$ cat src/rtl/fsrc_map.vh
`ifndef FSRC_MAP_VH
`define FSRC_MAP_VH

// Register byte offsets on the control-byte port.
`define FSRC_OFS_CTRL      8'h00
`define FSRC_OFS_SEL       8'h01
`define FSRC_OFS_CPU_MUL   8'h02
`define FSRC_OFS_CPU_DIV   8'h03
`define FSRC_OFS_REC_MUL   8'h04
`define FSRC_OFS_REC_DIV   8'h05
`define FSRC_OFS_WDT       8'h06
`define FSRC_OFS_STATUS    8'h07

// Control register fields.
`define FSRC_CTRL_PROG_EN  0
`define FSRC_CTRL_OVERRIDE 1
`define FSRC_CTRL_REC_SRC  2
`define FSRC_CTRL_WATCHDOG_ENABLE    3
`define FSRC_CTRL_WD_SCALE 4

// Watchdog register fields.
`define FSRC_WDT_CNT_HI    4
`define FSRC_WDT_FLAG      7

// Status register fields.
`define FSRC_STAT_REC_ACT  5
`define FSRC_STAT_WD_RUN   6

// Reset values.
`define FSRC_RST_BYTE      8'h00
`define FSRC_RST_CODE      5'h00
`define FSRC_RST_DIV       7'h00
`define FSRC_RST_CNT       5'h00

// Offset added to multiplier and divider in the frequency equation.
`define FSRC_NM_OFFSET_N   9'h003
`define FSRC_NM_OFFSET_M   8'h03

// Watchdog tick units in microseconds, and the clock rate in MHz.
`define FSRC_TICK_SHORT_US 150000
`define FSRC_TICK_LONG_US  2500000
`define FSRC_CLK_MHZ       100

`endif

$ cat src/rtl/fsrc_wdt.v
`default_nettype none
`include "fsrc_map.vh"

module fsrc_wdt #(
   parameter integer TICK_SHORT_CYC = 15000000,
   parameter integer TICK_LONG_CYC  = 250000000,
   parameter integer PRE_W          = 28
) (
   input  wire       clk_i,
   input  wire       rstn_i,
   input  wire       ce_i,
   input  wire       enable_i,
   input  wire       start_i,
   input  wire       scale_i,
   input  wire [4:0] timeout_i,
   output wire       expire_o,
   output wire       running_o
);

   reg             running_q;
   reg [4:0]       cnt_q;
   reg [PRE_W-1:0] pre_q;
   wire [PRE_W-1:0] tick_last;
   wire            tick;

   assign tick_last = scale_i ? TICK_LONG_CYC[PRE_W-1:0] - 1'b1
                              : TICK_SHORT_CYC[PRE_W-1:0] - 1'b1;
   assign tick      = running_q && (pre_q == tick_last);
   // A zero timeout expires at the first tick rather than wrapping.
   assign expire_o  = ce_i && enable_i && !start_i && tick && (cnt_q <= 5'h01);
   assign running_o = running_q;

   always @(posedge clk_i) begin
      if (!rstn_i) begin
         running_q <= 1'b0;
         cnt_q     <= `FSRC_RST_CNT;
         pre_q     <= {PRE_W{1'b0}};
      end else if (ce_i) begin
         if (!enable_i) begin
            running_q <= 1'b0;
            cnt_q     <= timeout_i;
            pre_q     <= {PRE_W{1'b0}};
         end else if (start_i) begin
            running_q <= 1'b1;
            cnt_q     <= timeout_i;
            pre_q     <= {PRE_W{1'b0}};
         end else if (running_q) begin
            if (tick) begin
               pre_q <= {PRE_W{1'b0}};
               if (cnt_q <= 5'h01) begin
                  running_q <= 1'b0;
                  cnt_q     <= 5'h00;
               end else begin
                  cnt_q <= cnt_q - 5'h01;
               end
            end else begin
               pre_q <= pre_q + 1'b1;
            end
         end
      end
   end

endmodule // fsrc_wdt

`default_nettype wire

$ cat src/rtl/fsrc_ctl.v
`default_nettype none
`include "fsrc_map.vh"

module fsrc_ctl #(
   parameter integer TICK_SHORT_CYC = `FSRC_TICK_SHORT_US * `FSRC_CLK_MHZ,
   parameter integer TICK_LONG_CYC  = `FSRC_TICK_LONG_US * `FSRC_CLK_MHZ,
   parameter integer PRE_W          = 28
) (
   input  wire       clk_i,
   input  wire       rstn_i,
   input  wire       ce_i,
   input  wire [4:0] strap_inputs_i,
   input  wire [7:0] reg_addr_i,
   input  wire [7:0] reg_wdata_i,
   input  wire       reg_we_i,
   input  wire       reg_re_i,
   output reg  [7:0] reg_rdata_o,
   output reg  [4:0] freq_code_o,
   output reg        prog_mode_o,
   output reg  [7:0] mult_o,
   output reg  [6:0] div_o,
   output reg  [8:0] mult_plus_o,
   output reg  [7:0] div_plus_o,
   output reg        load_o,
   output reg        recovery_active_o,
   output reg        watchdog_expired_o
);

   ////////////////////////////////////////////////////////////////////////////////
   // Strap capture: synchronised, then frozen once after reset release.

   reg [4:0] strap_s1_q;
   reg [4:0] strap_s2_q;
   reg [4:0] strap_s3_q;
   reg [4:0] strap_latched_q;
   reg [2:0] strap_age_q;
   reg       strap_taken_q;

   always @(posedge clk_i) begin
      if (!rstn_i) begin
         strap_s1_q      <= `FSRC_RST_CODE;
         strap_s2_q      <= `FSRC_RST_CODE;
         strap_s3_q      <= `FSRC_RST_CODE;
         strap_latched_q <= `FSRC_RST_CODE;
         strap_age_q     <= 3'h0;
         strap_taken_q   <= 1'b0;
      end else if (ce_i) begin
         strap_s1_q  <= strap_inputs_i;
         strap_s2_q  <= strap_s1_q;
         strap_s3_q  <= strap_s2_q;
         strap_age_q <= {strap_age_q[1:0], 1'b1};
         // Compare only once the stages hold sampled pins, so reset zeros are never taken.
         if (!strap_taken_q && strap_age_q[2] && strap_s2_q == strap_s3_q) begin
            strap_taken_q   <= 1'b1;
            strap_latched_q <= strap_s2_q;
         end
      end
   end

   ////////////////////////////////////////////////////////////////////////////////
   // Registers.

   reg       prog_freq_en_q;
   reg       pin_choice_override_q;
   reg       recovery_source_choice_q;
   reg       watchdog_enable_q;
   reg       watchdog_tick_scale_q;
   reg [4:0] sel_code_q;
   reg [7:0] cpu_multiplier_q;
   reg [6:0] cpu_divider_q;
   reg [7:0] recovery_multiplier_q;
   reg [6:0] recovery_divider_q;
   reg [4:0] watchdog_timeout_count_q;
   reg       watchdog_expired_flag_q;
   reg       recovery_q;

   wire wr_ctrl = ce_i && reg_we_i && (reg_addr_i == `FSRC_OFS_CTRL);
   wire wr_sel  = ce_i && reg_we_i && (reg_addr_i == `FSRC_OFS_SEL);
   wire wr_cmul = ce_i && reg_we_i && (reg_addr_i == `FSRC_OFS_CPU_MUL);
   wire wr_cdiv = ce_i && reg_we_i && (reg_addr_i == `FSRC_OFS_CPU_DIV);
   wire wr_rmul = ce_i && reg_we_i && (reg_addr_i == `FSRC_OFS_REC_MUL);
   wire wr_rdiv = ce_i && reg_we_i && (reg_addr_i == `FSRC_OFS_REC_DIV);
   wire wr_wdt  = ce_i && reg_we_i && (reg_addr_i == `FSRC_OFS_WDT);
   wire flag_clr = wr_wdt && reg_wdata_i[`FSRC_WDT_FLAG];

   // Any write to the control, select, multiplier or divider registers counts as a frequency change.
   wire freq_change = wr_cmul || wr_cdiv
                   || wr_rmul || wr_rdiv
                   || wr_ctrl || wr_sel;
   wire wd_expire;
   wire wd_running;

   fsrc_wdt #(
      .TICK_SHORT_CYC (TICK_SHORT_CYC),
      .TICK_LONG_CYC  (TICK_LONG_CYC),
      .PRE_W          (PRE_W)
   ) u_wdt (
      .clk_i     (clk_i),
      .rstn_i    (rstn_i),
      .ce_i      (ce_i),
      .enable_i  (watchdog_enable_q),
      .start_i   (freq_change),
      .scale_i   (watchdog_tick_scale_q),
      .timeout_i (watchdog_timeout_count_q),
      .expire_o  (wd_expire),
      .running_o (wd_running)
   );

   always @(posedge clk_i) begin
      if (!rstn_i) begin
         prog_freq_en_q           <= 1'b0;
         pin_choice_override_q    <= 1'b0;
         recovery_source_choice_q <= 1'b0;
         watchdog_enable_q        <= 1'b0;
         watchdog_tick_scale_q    <= 1'b0;
         sel_code_q               <= `FSRC_RST_CODE;
         cpu_multiplier_q         <= `FSRC_RST_BYTE;
         cpu_divider_q            <= `FSRC_RST_DIV;
         recovery_multiplier_q    <= `FSRC_RST_BYTE;
         recovery_divider_q       <= `FSRC_RST_DIV;
         watchdog_timeout_count_q <= `FSRC_RST_CNT;
         watchdog_expired_flag_q  <= 1'b0;
         recovery_q               <= 1'b0;
      end else if (ce_i) begin
         if (wr_ctrl) begin
            prog_freq_en_q           <= reg_wdata_i[`FSRC_CTRL_PROG_EN];
            pin_choice_override_q    <= reg_wdata_i[`FSRC_CTRL_OVERRIDE];
            recovery_source_choice_q <= reg_wdata_i[`FSRC_CTRL_REC_SRC];
            watchdog_enable_q        <= reg_wdata_i[`FSRC_CTRL_WATCHDOG_ENABLE];
            watchdog_tick_scale_q    <= reg_wdata_i[`FSRC_CTRL_WD_SCALE];
         end
         if (wr_sel)
            sel_code_q <= reg_wdata_i[4:0];
         if (wr_cmul)
            cpu_multiplier_q <= reg_wdata_i;
         if (wr_cdiv)
            cpu_divider_q <= reg_wdata_i[6:0];
         if (wr_rmul)
            recovery_multiplier_q <= reg_wdata_i;
         if (wr_rdiv)
            recovery_divider_q <= reg_wdata_i[6:0];
         if (wr_wdt)
            watchdog_timeout_count_q <= reg_wdata_i[`FSRC_WDT_CNT_HI:0];
         // A timeout in the same cycle as the clear keeps the flag set.
         if (wd_expire)
            watchdog_expired_flag_q <= 1'b1;
         else if (flag_clr)
            watchdog_expired_flag_q <= 1'b0;
         // Recovery holds until software acknowledges the timeout.
         if (wd_expire)
            recovery_q <= 1'b1;
         else if (flag_clr)
            recovery_q <= 1'b0;
      end
   end

   ////////////////////////////////////////////////////////////////////////////////
   // Frequency source selection.

   reg [4:0] code_d;
   reg       prog_d;
   reg [7:0] mult_d;
   reg [6:0] div_d;
   reg       load_pend_q;

   always @* begin
      code_d = pin_choice_override_q ? sel_code_q : strap_latched_q;
      prog_d = prog_freq_en_q;
      mult_d = cpu_multiplier_q;
      div_d  = cpu_divider_q;
      if (recovery_q) begin
         if (recovery_source_choice_q) begin
            prog_d = 1'b1;
            mult_d = recovery_multiplier_q;
            div_d  = recovery_divider_q;
         end else begin
            prog_d = 1'b0;
            code_d = strap_latched_q;
         end
      end
   end

   always @(posedge clk_i) begin
      if (!rstn_i) begin
         freq_code_o        <= `FSRC_RST_CODE;
         prog_mode_o        <= 1'b0;
         mult_o             <= `FSRC_RST_BYTE;
         div_o              <= `FSRC_RST_DIV;
         mult_plus_o        <= 9'h000;
         div_plus_o         <= 8'h00;
         load_pend_q        <= 1'b0;
         load_o             <= 1'b0;
         recovery_active_o  <= 1'b0;
         watchdog_expired_o <= 1'b0;
         reg_rdata_o        <= `FSRC_RST_BYTE;
      end else if (ce_i) begin
         freq_code_o        <= code_d;
         prog_mode_o        <= prog_d;
         mult_o             <= mult_d;
         div_o              <= div_d;
         // The PLL applies gear * mult_plus / div_plus from these terms.
         mult_plus_o        <= {1'b0, mult_d} + `FSRC_NM_OFFSET_N;
         div_plus_o         <= {1'b0, div_d} + `FSRC_NM_OFFSET_M;
         // Load waits one cycle so that it meets the new terms on the outputs, not stale ones.
         load_pend_q        <= freq_change || wd_expire || (flag_clr && recovery_q);
         load_o             <= load_pend_q;
         recovery_active_o  <= recovery_q;
         watchdog_expired_o <= watchdog_expired_flag_q;
         if (reg_re_i) begin
            case (reg_addr_i)
               `FSRC_OFS_CTRL:    reg_rdata_o <= {3'h0, watchdog_tick_scale_q,
                                                  watchdog_enable_q,
                                                  recovery_source_choice_q,
                                                  pin_choice_override_q, prog_freq_en_q};
               `FSRC_OFS_SEL:     reg_rdata_o <= {3'h0, sel_code_q};
               `FSRC_OFS_CPU_MUL: reg_rdata_o <= cpu_multiplier_q;
               `FSRC_OFS_CPU_DIV: reg_rdata_o <= {1'b0, cpu_divider_q};
               `FSRC_OFS_REC_MUL: reg_rdata_o <= recovery_multiplier_q;
               `FSRC_OFS_REC_DIV: reg_rdata_o <= {1'b0, recovery_divider_q};
               `FSRC_OFS_WDT:     reg_rdata_o <= {watchdog_expired_flag_q, 2'h0,
                                                  watchdog_timeout_count_q};
               `FSRC_OFS_STATUS:  reg_rdata_o <= {1'b0, wd_running, recovery_q,
                                                  strap_latched_q};
               default:           reg_rdata_o <= `FSRC_RST_BYTE;
            endcase
         end
      end
   end

endmodule // fsrc_ctl

`default_nettype wire

$ cat config.mk
export PLATFORM = sky130hd
export DESIGN_NAME = fsrc_ctl
export DESIGN_NICKNAME = d
export VERILOG_FILES = /design/src/rtl/fsrc_wdt.v /design/src/rtl/fsrc_ctl.v
export VERILOG_INCLUDE_DIRS = /design/src /design/src/rtl
export SDC_FILE = /design/constraint.sdc
export NUM_CORES = 1
export LEC_CHECK = 0
export BUFFER_PORTS_ARGS = -buffer_cell sky130_fd_sc_hd__buf_2
export CAP_MARGIN = 20
export CELL_PAD_IN_SITES_DETAIL_PLACEMENT = 1
export CELL_PAD_IN_SITES_GLOBAL_PLACEMENT = 2
export CORE_MARGIN = 5
export CORE_UTILIZATION = 33
export DETAILED_ROUTE_END_ITERATION = 7
export GPL_TIMING_DRIVEN = 0
export PLACE_DENSITY = 0.87
export RECOVER_POWER = 25
export SLEW_MARGIN = 20
export SYNTH_ARGS = -nofsm -noshare
export SYNTH_HDL_FRONTEND = slang
export SYNTH_SLANG_ARGS = --single-unit
$ cat constraint.sdc
create_clock -name clk_i -period 2.26 [get_ports clk_i]
set_input_delay 0.113 -clock clk_i [delete_from_list [all_inputs] [get_ports clk_i]]
set_output_delay 0.113 -clock clk_i [all_outputs]
set_load 0.02 [all_outputs]
==> results.md, run 1 <==
- Core area: 21,000 um2
- DP HPWL: 16,800 um
- LEAKAGE: 3.21 nW
- Ys flop type: dfxtp_1
- Drt via density: 5.23
- CP Max Fanout: 8
- Yosys cell types: 67
- Worst slew margin: 25.5%
- Htree depth: 4
- Vias in the first global route: 6,290
- Wire per inst: 19.6 um
- Cell Area, Synth: 7000 um2
- Tmin final: 2.17 ns
- Clock root buffer: clkbuf_16
- Worst-Margin Slew: 1.11 ns
- Die width: 156 um
- Max-slew violation count: 0
- Fillers: 2,538
- Clk_lat worst skew: 0.44 ns
- NumNets Final: 910
- Number of port buffers: 71
- Post-Syn Instances: 774
- Seq. cell area: 3070 um2
- Synthesis-to-layout area growth: 21.3%
- DR iter-0 viols: 315
- Count of warnings emitted by yosys: 0
- Post-synth EDFFs: 0
- Clk sinks: 153
- Area of the multi-input gates: 3780 um2
- Status: finished clean
- Worst setup EP type: flop
- First-pass GRT wire length: 35,900 um
- MaxCap Viol Count: 0
- RSZ-0062 raised after global routing: false
- Syn avg cell area: 9.04 um2
- Initial core utilization: 33.4%
- Final Hold Fails: 0
- RD Place Congestion: 0.878
- Largest net degree at the start of global routing: 17
- Total global-route track usage: 19.1%
- F_max: 461 MHz
- WL final: 22,900 um
- Row cnt: 53
- Initial antenna violation count: 0
- Initial DRT Pass Iterations: 4
- Power Dens Cells: 743 nW/um2
- Antenna-violating nets left: 0
- Deepest clock path buffer count: 2
- FFs w/ async S/R, synth: 0%
- Period utilization: 95.9%
- Final setup violation count: 0
- Residual DRC: 0
- Die Ht: 156 um
- Grt total ovfl: 0
- Syn_nets: 805
- Share of layout cells above drive strength 1: 12.0%
- CTS tree: done
- Power Total: 6.30 mW
- CP Launch Type: input port
- Yosys reg bits: 153
- Vias: 6,099
- CTS Buf Count: 17
- Type of the worst setup path: in -> reg
- Critical Path RT: 2.62 ns
- I/O pin count: 75
- Final setup TNS: 0 ns
- Sequential fraction of the synthesis area: 43.8%
- Inserted Diodes: 0
- Hold Crit Class: in -> reg
- Arr. time, crit path: 2.52 ns
- Peak VDD IR: 467 uV
- DIE AREA: 24,200 um2
- Reg clk slew, reported paths: 0.07 ns
- Clk_skew: 0.0152 ns
[power breakdown]
group	total (mW)	switching [mW]	internal, mW	leakage, nW
registers	2.78	0.0344	2.74	1.24
logic	0.408	0.274	0.134	1.66
clock network	3.12	1.30	1.82	0.315
[worst paths after layout]
kind	start	to	slack, ns	depth (start not counted)
max	reg_addr_i[5]	cpu_multiplier_q[5]$_SDFFE_PN0P_	0.09	7
min	reg_wdata_i[3]	cpu_divider_q[3]$_SDFFE_PN0P_	0.02	3
max reg2reg	recovery_source_choice_q$_SDFFE_PN0P_	div_plus_o[4]$_SDFFE_PN0P_	0.10	7
min reg2reg	cpu_divider_q[5]$_SDFFE_PN0P_	cpu_divider_q[5]$_SDFFE_PN0P_	0.48	2
[flip-flops by register name, indices dropped and copies added, names as in the netlist, 8 cells and up]
register	cells
cpu_multiplier_q	8
div_plus_o	8
mult_o	8
mult_plus_o	9
recovery_multiplier_q	8
reg_rdata_o	8
u_wdt.pre_q	28
[synth_stat cells (3+ instances only)]
| library cell | count | share of area (%) |
|---|---|---|
| a21oi_1 | 42 | 3.0 |
| nand2b_1 | 7 | 0.63 |
| inv_1 | 6 | 0.32 |
| nor2_1 | 127 | 6.8 |
| and2_1 | 5 | 0.45 |
| clkbuf_1 | 31 | 1.7 |
| o21ai_0 | 17 | 1.2 |
| o221ai_1 | 4 | 0.50 |
| nor4_1 | 4 | 0.36 |
| nor2b_1 | 3 | 0.27 |
| mux2i_1 | 83 | 12 |
| buf_2 | 4 | 0.29 |
| nand3_1 | 18 | 1.3 |
| dfxtp_1 | 153 | 44 |
| nand4_1 | 10 | 0.89 |
| a211oi_1 | 22 | 2.4 |
| nor3_1 | 20 | 1.4 |
| nand2_1 | 86 | 4.6 |
| ha_1 | 5 | 0.89 |
| mux2_2 | 5 | 0.80 |
| mux4_2 | 6 | 1.9 |
| a22oi_1 | 10 | 1.1 |
| xnor2_1 | 23 | 2.9 |
| and3_1 | 9 | 0.80 |
| nor4_4 | 3 | 0.91 |
| xor2_1 | 16 | 2.0 |
[through the flow]
step | std cells | utilization [%] | area, um2 | setup slack (ns) | hold slack [ns]
6_report | 1167 | 40.5 | 8480 | 0.0922 | 0.0179
5_1_grt | 1167 | 40.5 | 8480 | 0.0162 | 0.0275
4_1_cts | 1165 | 40.5 | 8490 | 0.000308 | 0.00308
3_5_place_dp | 1120 | 36.7 | 7690 | -0.505 | 0.365
3_3_place_gp | 1120 | 36.7 | 7690 | -0.470 | 0.348
2_1_floorplan | 774 | - | 7000 | 0.171 | 0.251
[metal layers]
| layer | part of all wire (%) | vias up | track usage (%) |
|---|---|---|---|
| met5 | 0 | - | 0 |
| met4 | 1.8 | 0 | 5.54 |
| met3 | 4.6 | 32 | 4.24 |
| met2 | 48 | 117 | 31.8 |
| met1 | 45 | 3006 | 25.0 |
| li1 | - | 2944 | - |
[cell usage in the layout (no fill, tap or decap), types with 4 or more instances in the layout]
cell type	Yosys	layout
a211oi_1	22	21
inv_6	0	6
dlygate4sd3_1	0	12
nor3_1	20	19
clkbuf_1	31	79
xnor2_1	23	23
buf_2	4	26
nand4_1	10	10
nor2_1	127	127
a21oi_1	42	41
ha_1	5	5
nand2b_1	7	7
nand2_1	86	85
xor2_1	16	16
inv_8	0	4
a22oi_1	10	10
buf_4	2	6
inv_1	6	6
clkbuf_16	0	17
dfxtp_2	0	5
and2_1	5	5
o21ai_0	17	17
and3_1	9	9
o221ai_1	4	4
mux2i_1	83	81
dfxtp_1	153	148
mux2_2	5	5
nand3_1	18	18
mux4_2	6	6
[repair_timing]
item | 4_1_cts | 5_1_grt
hold buffers | 12 | 0
endpoints found under the setup margin | 45 | 30
hold endpoints to repair | 17 | 0
resized for setup | 8 | 10
setup buffers | 2 | 2
pin swaps | 1 | 4
[kinds of logic after synthesis]
family	count (synthesis)	share of synthesized area, %
AO/OA/AOI/OAI	120	11.6
XOR/XNOR	39	4.88
adder cells (fa/ha/maj)	5	0.894
buffers and inverters	49	3.02
flip-flops	153	43.8
multiplexers	94	14.6
AND/OR/NAND/NOR	314	21.2
[critical path: stages]
cell     delay (ns)
buf_2          0.10
or4_4          0.61
nor2_1         0.16
nand2_1        0.22
nor3_1         0.91
nand2_1        0.20
a21oi_1        0.21
[cell type report]
type,count,share of cell area (%)
Buffer,40,2.14
Clock inverter,14,2.32
Sequential cell,153,36.2
Timing Repair Buffer,87,5.24
Inverter,8,0.354
Multi-Input combinational cell,572,44.5
Tap cell,275,4.06
Clock buffer,18,5.18
Power figures use the tool's default switching activity.
==> run 2: changes to the inputs <==
--- a/config.mk
+++ b/config.mk
@@ -6,6 +6,7 @@
 export SDC_FILE = /design/constraint.sdc
 export NUM_CORES = 1
 export LEC_CHECK = 0
+export ABC_CLOCK_PERIOD_IN_PS = 2260
 export BUFFER_PORTS_ARGS = -buffer_cell sky130_fd_sc_hd__buf_2
 export CAP_MARGIN = 20
 export CELL_PAD_IN_SITES_DETAIL_PLACEMENT = 1
==> constraint.sdc (replaced) <==
create_clock -name clk_i -period 2.26 [get_ports clk_i]
set_input_delay 0.452 -clock clk_i [delete_from_list [all_inputs] [get_ports clk_i]]
set_output_delay 0.452 -clock clk_i [all_outputs]
set_load 0.02 [all_outputs]
==> results.md, run 2 (synthesis results as in run 1) <==
- Reg clk slew, reported paths: 0.08 ns
- I/O pin count: 75
- NumNets Final: 898
- RSZ-0062 raised after global routing: false
- Initial antenna violation count: 0
- Critical Path RT: 2.56 ns
- Wire per inst: 19.5 um
- Largest net degree at the start of global routing: 19
- Vias: 6,071
- Status: finished clean
- Peak VDD IR: 458 uV
- DIE AREA: 24,200 um2
- Antenna-violating nets left: 0
- Power Dens Cells: 723 nW/um2
- Residual DRC: 0
- Deepest clock path buffer count: 2
- CP Max Fanout: 6
- Fillers: 2,525
- Final Hold Fails: 0
- Seq. cell area: 3070 um2
- Die Ht: 156 um
- First-pass GRT wire length: 35,800 um
- Arr. time, crit path: 2.43 ns
- CTS tree: done
- Vias in the first global route: 6,231
- RD Place Congestion: 0.874
- LEAKAGE: 3.17 nW
- Die width: 156 um
- F_max: 468 MHz
- Power Total: 6.03 mW
- Most frequent cells in the layout: 149 x dfxtp_1, 126 x nor2_1, 84 x nand2_1
- Dpl ws: -0.757 ns
- Largest Register: u_wdt.pre_q
- Worst-Margin Slew: 0.746 ns
- CP Launch Type: input port
- Area of the multi-input gates: 3780 um2
- Initial core utilization: 33.4%
- DP HPWL: 16,900 um
- Max-slew violation count: 0
- Regs by FF count: u_wdt.pre_q: 28 flops, mult_plus_o: 9 flops
- Clock root buffer: clkbuf_16
- Total global-route track usage: 19.0%
- RR Startpoint: recovery_source_choice_q$_SDFFE_PN0P_
- Clk sinks: 153
- DR iter-0 viols: 313
- Hold_sp: strap_inputs_i[2]
- Clk_skew: 0.0135 ns
- Max reg flops: 28
- Number of port buffers: 71
- Initial DRT Pass Iterations: 5
- Row cnt: 53
- WL final: 22,500 um
- Type of the worst setup path: in -> reg
- Share of layout cells above drive strength 1: 12.8%
- Period utilization: 94.5%
- Worst setup EP type: flop
- Worst Setup SP: reg_addr_i[5]
- Htree depth: 4
- Commonest non-fill, non-tap cell in the layout: dfxtp_1
- Synthesis-to-layout area growth: 19.3%
- Grt total ovfl: 0
- Worst Slack Setup Final: 0.124 ns
- Worst slew margin: 50.2%
- Final setup violation count: 0
- Inserted Diodes: 0
- Drt via density: 5.26
- Tmin final: 2.14 ns
- CTS Buf Count: 17
- Clk_lat worst skew: 0.44 ns
- Core area: 21,000 um2
- MaxCap Viol Count: 0
- Hold Crit Class: in -> reg
## run 2: final cells by class
| cell class | count | area share [%] |
|---|---|---|
| buffer | 40 | 2.32 |
| clock buffer | 17 | 5.10 |
| clock inverter | 15 | 2.19 |
| inverter | 8 | 0.360 |
| multi-input combinational | 572 | 45.3 |
| sequential | 153 | 36.8 |
| tap | 275 | 4.12 |
| timing repair buffer | 75 | 3.88 |
## run 2: layer usage
| metal | up-vias | GRT usage, % | part of all wire (%) |
|---|---|---|---|
| li1 | 2920 | - | - |
| met1 | 2986 | 24.9 | 46 |
| met2 | 139 | 31.6 | 49 |
| met3 | 26 | 3.77 | 3.5 |
| met4 | 0 | 5.88 | 1.9 |
| met5 | - | 0 | 0 |
## run 2: worst max-delay path: stages
cell and delay (ns):
buf_2 0.10, or4_4 0.60, or2_1 0.23, buf_2 0.19, nor4_2 0.22, nor2b_1 0.19, buf_4 0.19, mux2i_1 0.20
nor2_1 0.06
## run 2: where the power goes
group	internal, mW	switching, mW
Clock	1.49	1.37
Sequential	2.74	0.0341
Combinational	0.121	0.270
Total	4.35	1.68
## run 2: worst paths after layout
path / slack [ns] / to / cells after the start
setup / recovery: 0.12 / watchdog_enable_q$_SDFFE_PN0P_ / 9
hold / removal: 0.24 / strap_s1_q[2]$_SDFFE_PN0P_ / 3
setup reg to reg: 0.15 / mult_plus_o[6]$_SDFFE_PN0P_ / 8
hold reg to reg: 0.45 / strap_taken_q$_SDFFE_PN0P_ / 2
## run 2: repair_timing
item                                   in CTS  in global routing
setup endpoints to repair                  69                 48
hold buffers                                0                  0
gates resized for setup                     8                 19
buffers inserted                            2                  2
endpoints found under the hold margin       0                  0
gates cloned                                0                  0
pin swaps                                   1                  5
## run 2: stage by stage
step	hold WS [ns]	setup TNS (ns)	cells	cell area, um2	utilization, %
6_report	0.239	0	1155	8350	39.8
5_1_grt	0.249	0	1155	8350	39.8
4_1_cts	0.227	0	1153	8350	39.8
3_5_place_dp	0.444	-49.20	1120	7700	36.8
3_3_place_gp	0.440	-47.73	1120	7700	36.8
2_1_floorplan	0.424	-0.773	774	7000	-
==> run 3: changes to the inputs <==
--- a/config.mk
+++ b/config.mk
@@ -6,17 +6,19 @@
 export SDC_FILE = /design/constraint.sdc
 export NUM_CORES = 1
 export LEC_CHECK = 0
+export ABC_AREA = 1
 export ABC_CLOCK_PERIOD_IN_PS = 2260
 export BUFFER_PORTS_ARGS = -buffer_cell sky130_fd_sc_hd__buf_2
 export CAP_MARGIN = 20
 export CELL_PAD_IN_SITES_DETAIL_PLACEMENT = 1
 export CELL_PAD_IN_SITES_GLOBAL_PLACEMENT = 2
 export CORE_MARGIN = 5
-export CORE_UTILIZATION = 33
+export CORE_UTILIZATION = 30
 export DETAILED_ROUTE_END_ITERATION = 7
 export GPL_TIMING_DRIVEN = 0
 export PLACE_DENSITY = 0.87
 export RECOVER_POWER = 25
+export REMOVE_ABC_BUFFERS = 1
 export SLEW_MARGIN = 20
 export SYNTH_ARGS = -nofsm -noshare
 export SYNTH_HDL_FRONTEND = slang
==> results.md, run 3 <==
- LEAKAGE: 3.79 nW
- Count of warnings emitted by yosys: 0
- Hold path depth: 3
- Yosys top cell by area: dfxtp_1
- Yosys top cell area share: 40.0%
- CP max stage delay: 0.42 ns
- Grt total ovfl: 0
- Total global-route track usage: 16.7%
- Sw frac: 28.3%
- First-pass GRT wire length: 39,000 um
- Xor/xnor share of the synthesized area: 1.60%
- Synth top area cells: dfxtp_1 40%, nand2_1 10%, inv_1 7.7%, o21ai_0 7.3%, nor2_1 7.2%
- Met3 wire length: 712 um
- Clk_skew: 0.0137 ns
- Inserted Diodes: 0
- Initial DRT Pass Iterations: 4
- Clk sinks: 153
- MaxCap Viol Count: 0
- Type of the worst setup path: reg -> reg
- Tmin final: 2.05 ns
- Arr. time, crit path: 2.42 ns
- Clk_lat worst skew: 0.43 ns
- Syn avg cell area: 6.75 um2
- Power Total: 6.11 mW
- Final setup violation count: 0
- Drt via density: 4.86
- Core area: 25,200 um2
- Main combinational cell family by area after synthesis: simple AND/OR/NAND/NOR gates
- Final setup TNS: 0 ns
- Ys flop type: dfxtp_1
- NumNets Final: 1,215
- Wire per inst: 15.5 um
- Synthesis-to-layout area growth: 17.5%
- Worst R2R Path Depth: 8
- Synth Area in Simple Gates: 27.9%
- Die Ht: 170 um
- CP cell instances: nand2_8 > nand2_1 > o21ai_0 > ha_1 > nor3_2 > nand2_1 > or3b_1 > a21oi_1
- Seq. cell area: 3070 um2
- Antenna-violating nets left: 0
- Fillers: 3,226
- Top cell by count, worst path: nand2_1
- Worst setup EP type: flop
- Sequential fraction of the synthesis area: 40.0%
- CTS tree: done
- Clock root buffer: clkbuf_16
- Int Pwr: 4.38 mW
- DP HPWL: 16,700 um
- CTS hold repair buffers: 0
- DIE AREA: 28,800 um2
- Largest Register: u_wdt.pre_q
- Worst-Margin Slew: 1.27 ns
- Regs by FF count: u_wdt.pre_q: 28 flops, mult_plus_o: 9 flops
- RSZ-0062 raised after global routing: false
- DR top layer: met4
- Met2 wire length: 11,800 um
- Peak VDD IR: 361 uV
- Hold Crit Class: in -> reg
- Htree depth: 4
- Vias in the first global route: 7,533
- FFs w/ async S/R, synth: 0%
- Slowest cell on crit path: dfxtp_2
- CP Launch Type: flop
- Period utilization: 90.7%
- RD Place Congestion: 0.829
- Part of the power in registers: 45.7%
- Residual DRC: 0
- Largest net degree at the start of global routing: 71
- Power Dens Cells: 680 nW/um2
- Max reg flops: 28
- Adder-cell area share of the yosys netlist: 0.818%
- DR iter-0 viols: 371
- Logic pwr share: 7.1%
- Cell Area, Synth: 7650 um2
- Number of port buffers: 74
- Yosys cell types: 40
- Die width: 170 um
- Compound-Gate Fraction of Synth Area: 18.7%
- F_max: 488 MHz
- Commonest non-fill, non-tap cell in the layout: nand2_1
- WL final: 23,700 um
- Deepest clock path buffer count: 2
- Critical Path RT: 2.63 ns
- Post-synth EDFFs: 0
- Share of layout cells above drive strength 1: 13.4%
- Top post-synthesis cells by count: 212 x nand2_1, 156 x inv_1, 153 x dfxtp_1
- CTS Buf Count: 17
- Sw power: 1.73 mW
- Area of the multi-input gates: 3810 um2
- Met1 wire length: 11,000 um
- Row cnt: 58
- Mux share of post-synthesis cell area: 0%
- Reg clk slew, reported paths: 0.08 ns
- Final Hold Fails: 0
- Initial core utilization: 30.4%
- Status: finished clean
- Post-Syn Instances: 1,134
- Yosys reg bits: 153
- Max-slew violation count: 0
- Power share of the clock group: 47.2%
- Initial antenna violation count: 0
- Worst slew margin: 15.1%
- Vias: 7,421
- Top-count cell post-synth: nand2_1
- CP Max Fanout: 31
- I/O pin count: 75
- Most frequent cells in the layout: 210 x nand2_1, 155 x inv_1, 150 x dfxtp_1
-- run 3: cell count changes after synthesis, moves of 9 or more --
cell and change:
a211oi_1 -22, a21oi_1 +55, a22oi_1 -9, and3_1 -9, inv_1 +150, mux2i_1 -83, nand2_1 +126, nand3_1 +36
nor2_1 +20, nor2_2 +11, o211ai_1 +22, o21ai_0 +95, o22ai_1 +20, xnor2_1 -18
-- run 3: worst paths after layout --
path                                from                          end  slack (ns)
max              recovery_q$_SDFFE_PN0P_  mult_plus_o[8]$_SDFFE_PN0P_        0.21
min                    strap_inputs_i[1]   strap_s1_q[1]$_SDFFE_PN0P_        0.24
max reg2reg      recovery_q$_SDFFE_PN0P_  mult_plus_o[8]$_SDFFE_PN0P_        0.21
min reg2reg  strap_age_q[0]$_SDFFE_PN0P_  strap_age_q[0]$_SDFFE_PN0P_        0.47
-- run 3: layout make-up --
type / count / share of cell area (%)
multi-input combinational: 768 / 42.4
clock buffer: 17 / 4.73
clock inverter: 15 / 1.89
sequential: 153 / 34.1
timing repair buffer: 81 / 5.39
inverter: 163 / 6.92
tap: 330 / 4.59
-- run 3: metal layers --
| metal | vias up | track usage, % |
|---|---|---|
| met5 | - | 0 |
| met4 | 0 | 2.98 |
| met3 | 15 | 3.63 |
| met2 | 70 | 29.3 |
| met1 | 3560 | 21.2 |
| li1 | 3776 | - |
-- run 3: critical path: cells and delay by family (launching register included) --
kind            cells  cell delay (ns)
fa+ha+maj           1             0.27
simple gates        5             1.01
compound gates      2             0.29
flops               1             0.42
-- run 3: through the flow --
step / hold WS [ns] / instances / instance area, um2 / utilization (%) / setup slack [ns]
2_1_floorplan: 0.433 / 1084 / 7430 / - / -0.513
3_3_place_gp: 0.445 / 1488 / 8210 / 32.6 / -3.14
3_5_place_dp: 0.456 / 1493 / 8310 / 33.0 / -1.16
4_1_cts: 0.225 / 1527 / 8970 / 35.6 / 0.00499
5_1_grt: 0.232 / 1527 / 8990 / 35.7 / 0.00149
6_report: 0.235 / 1527 / 8990 / 35.7 / 0.210
-- run 3: power groups by stage --
| stage | clock (mW) | combinational, mW | sequential, mW |
|---|---|---|---|
| final | 2.89 | 0.433 | 2.79 |
| after global routing | 3.07 | 0.487 | 2.80 |
| after global placement | 0 | 0.412 | 2.85 |
| after CTS | 2.95 | 0.442 | 2.79 |
| after floorplan | 0 | 0.197 | 2.89 |
| after detailed placement | 0 | 0.432 | 2.86 |
-- run 3: repair_timing --
action	in CTS	in global routing
pin swaps	2	0
resized for setup	8	15
endpoints found under the setup margin	48	17
setup buffers	2	0
-- run 3: cell families (layout without fill, tap and decap cells) --
kind of cell	Yosys count	in the layout
buf+inv	213	276
flops	153	153
xor+xnor	14	14
fa+ha+maj	5	5
simple gates	486	486
compound gates	263	263
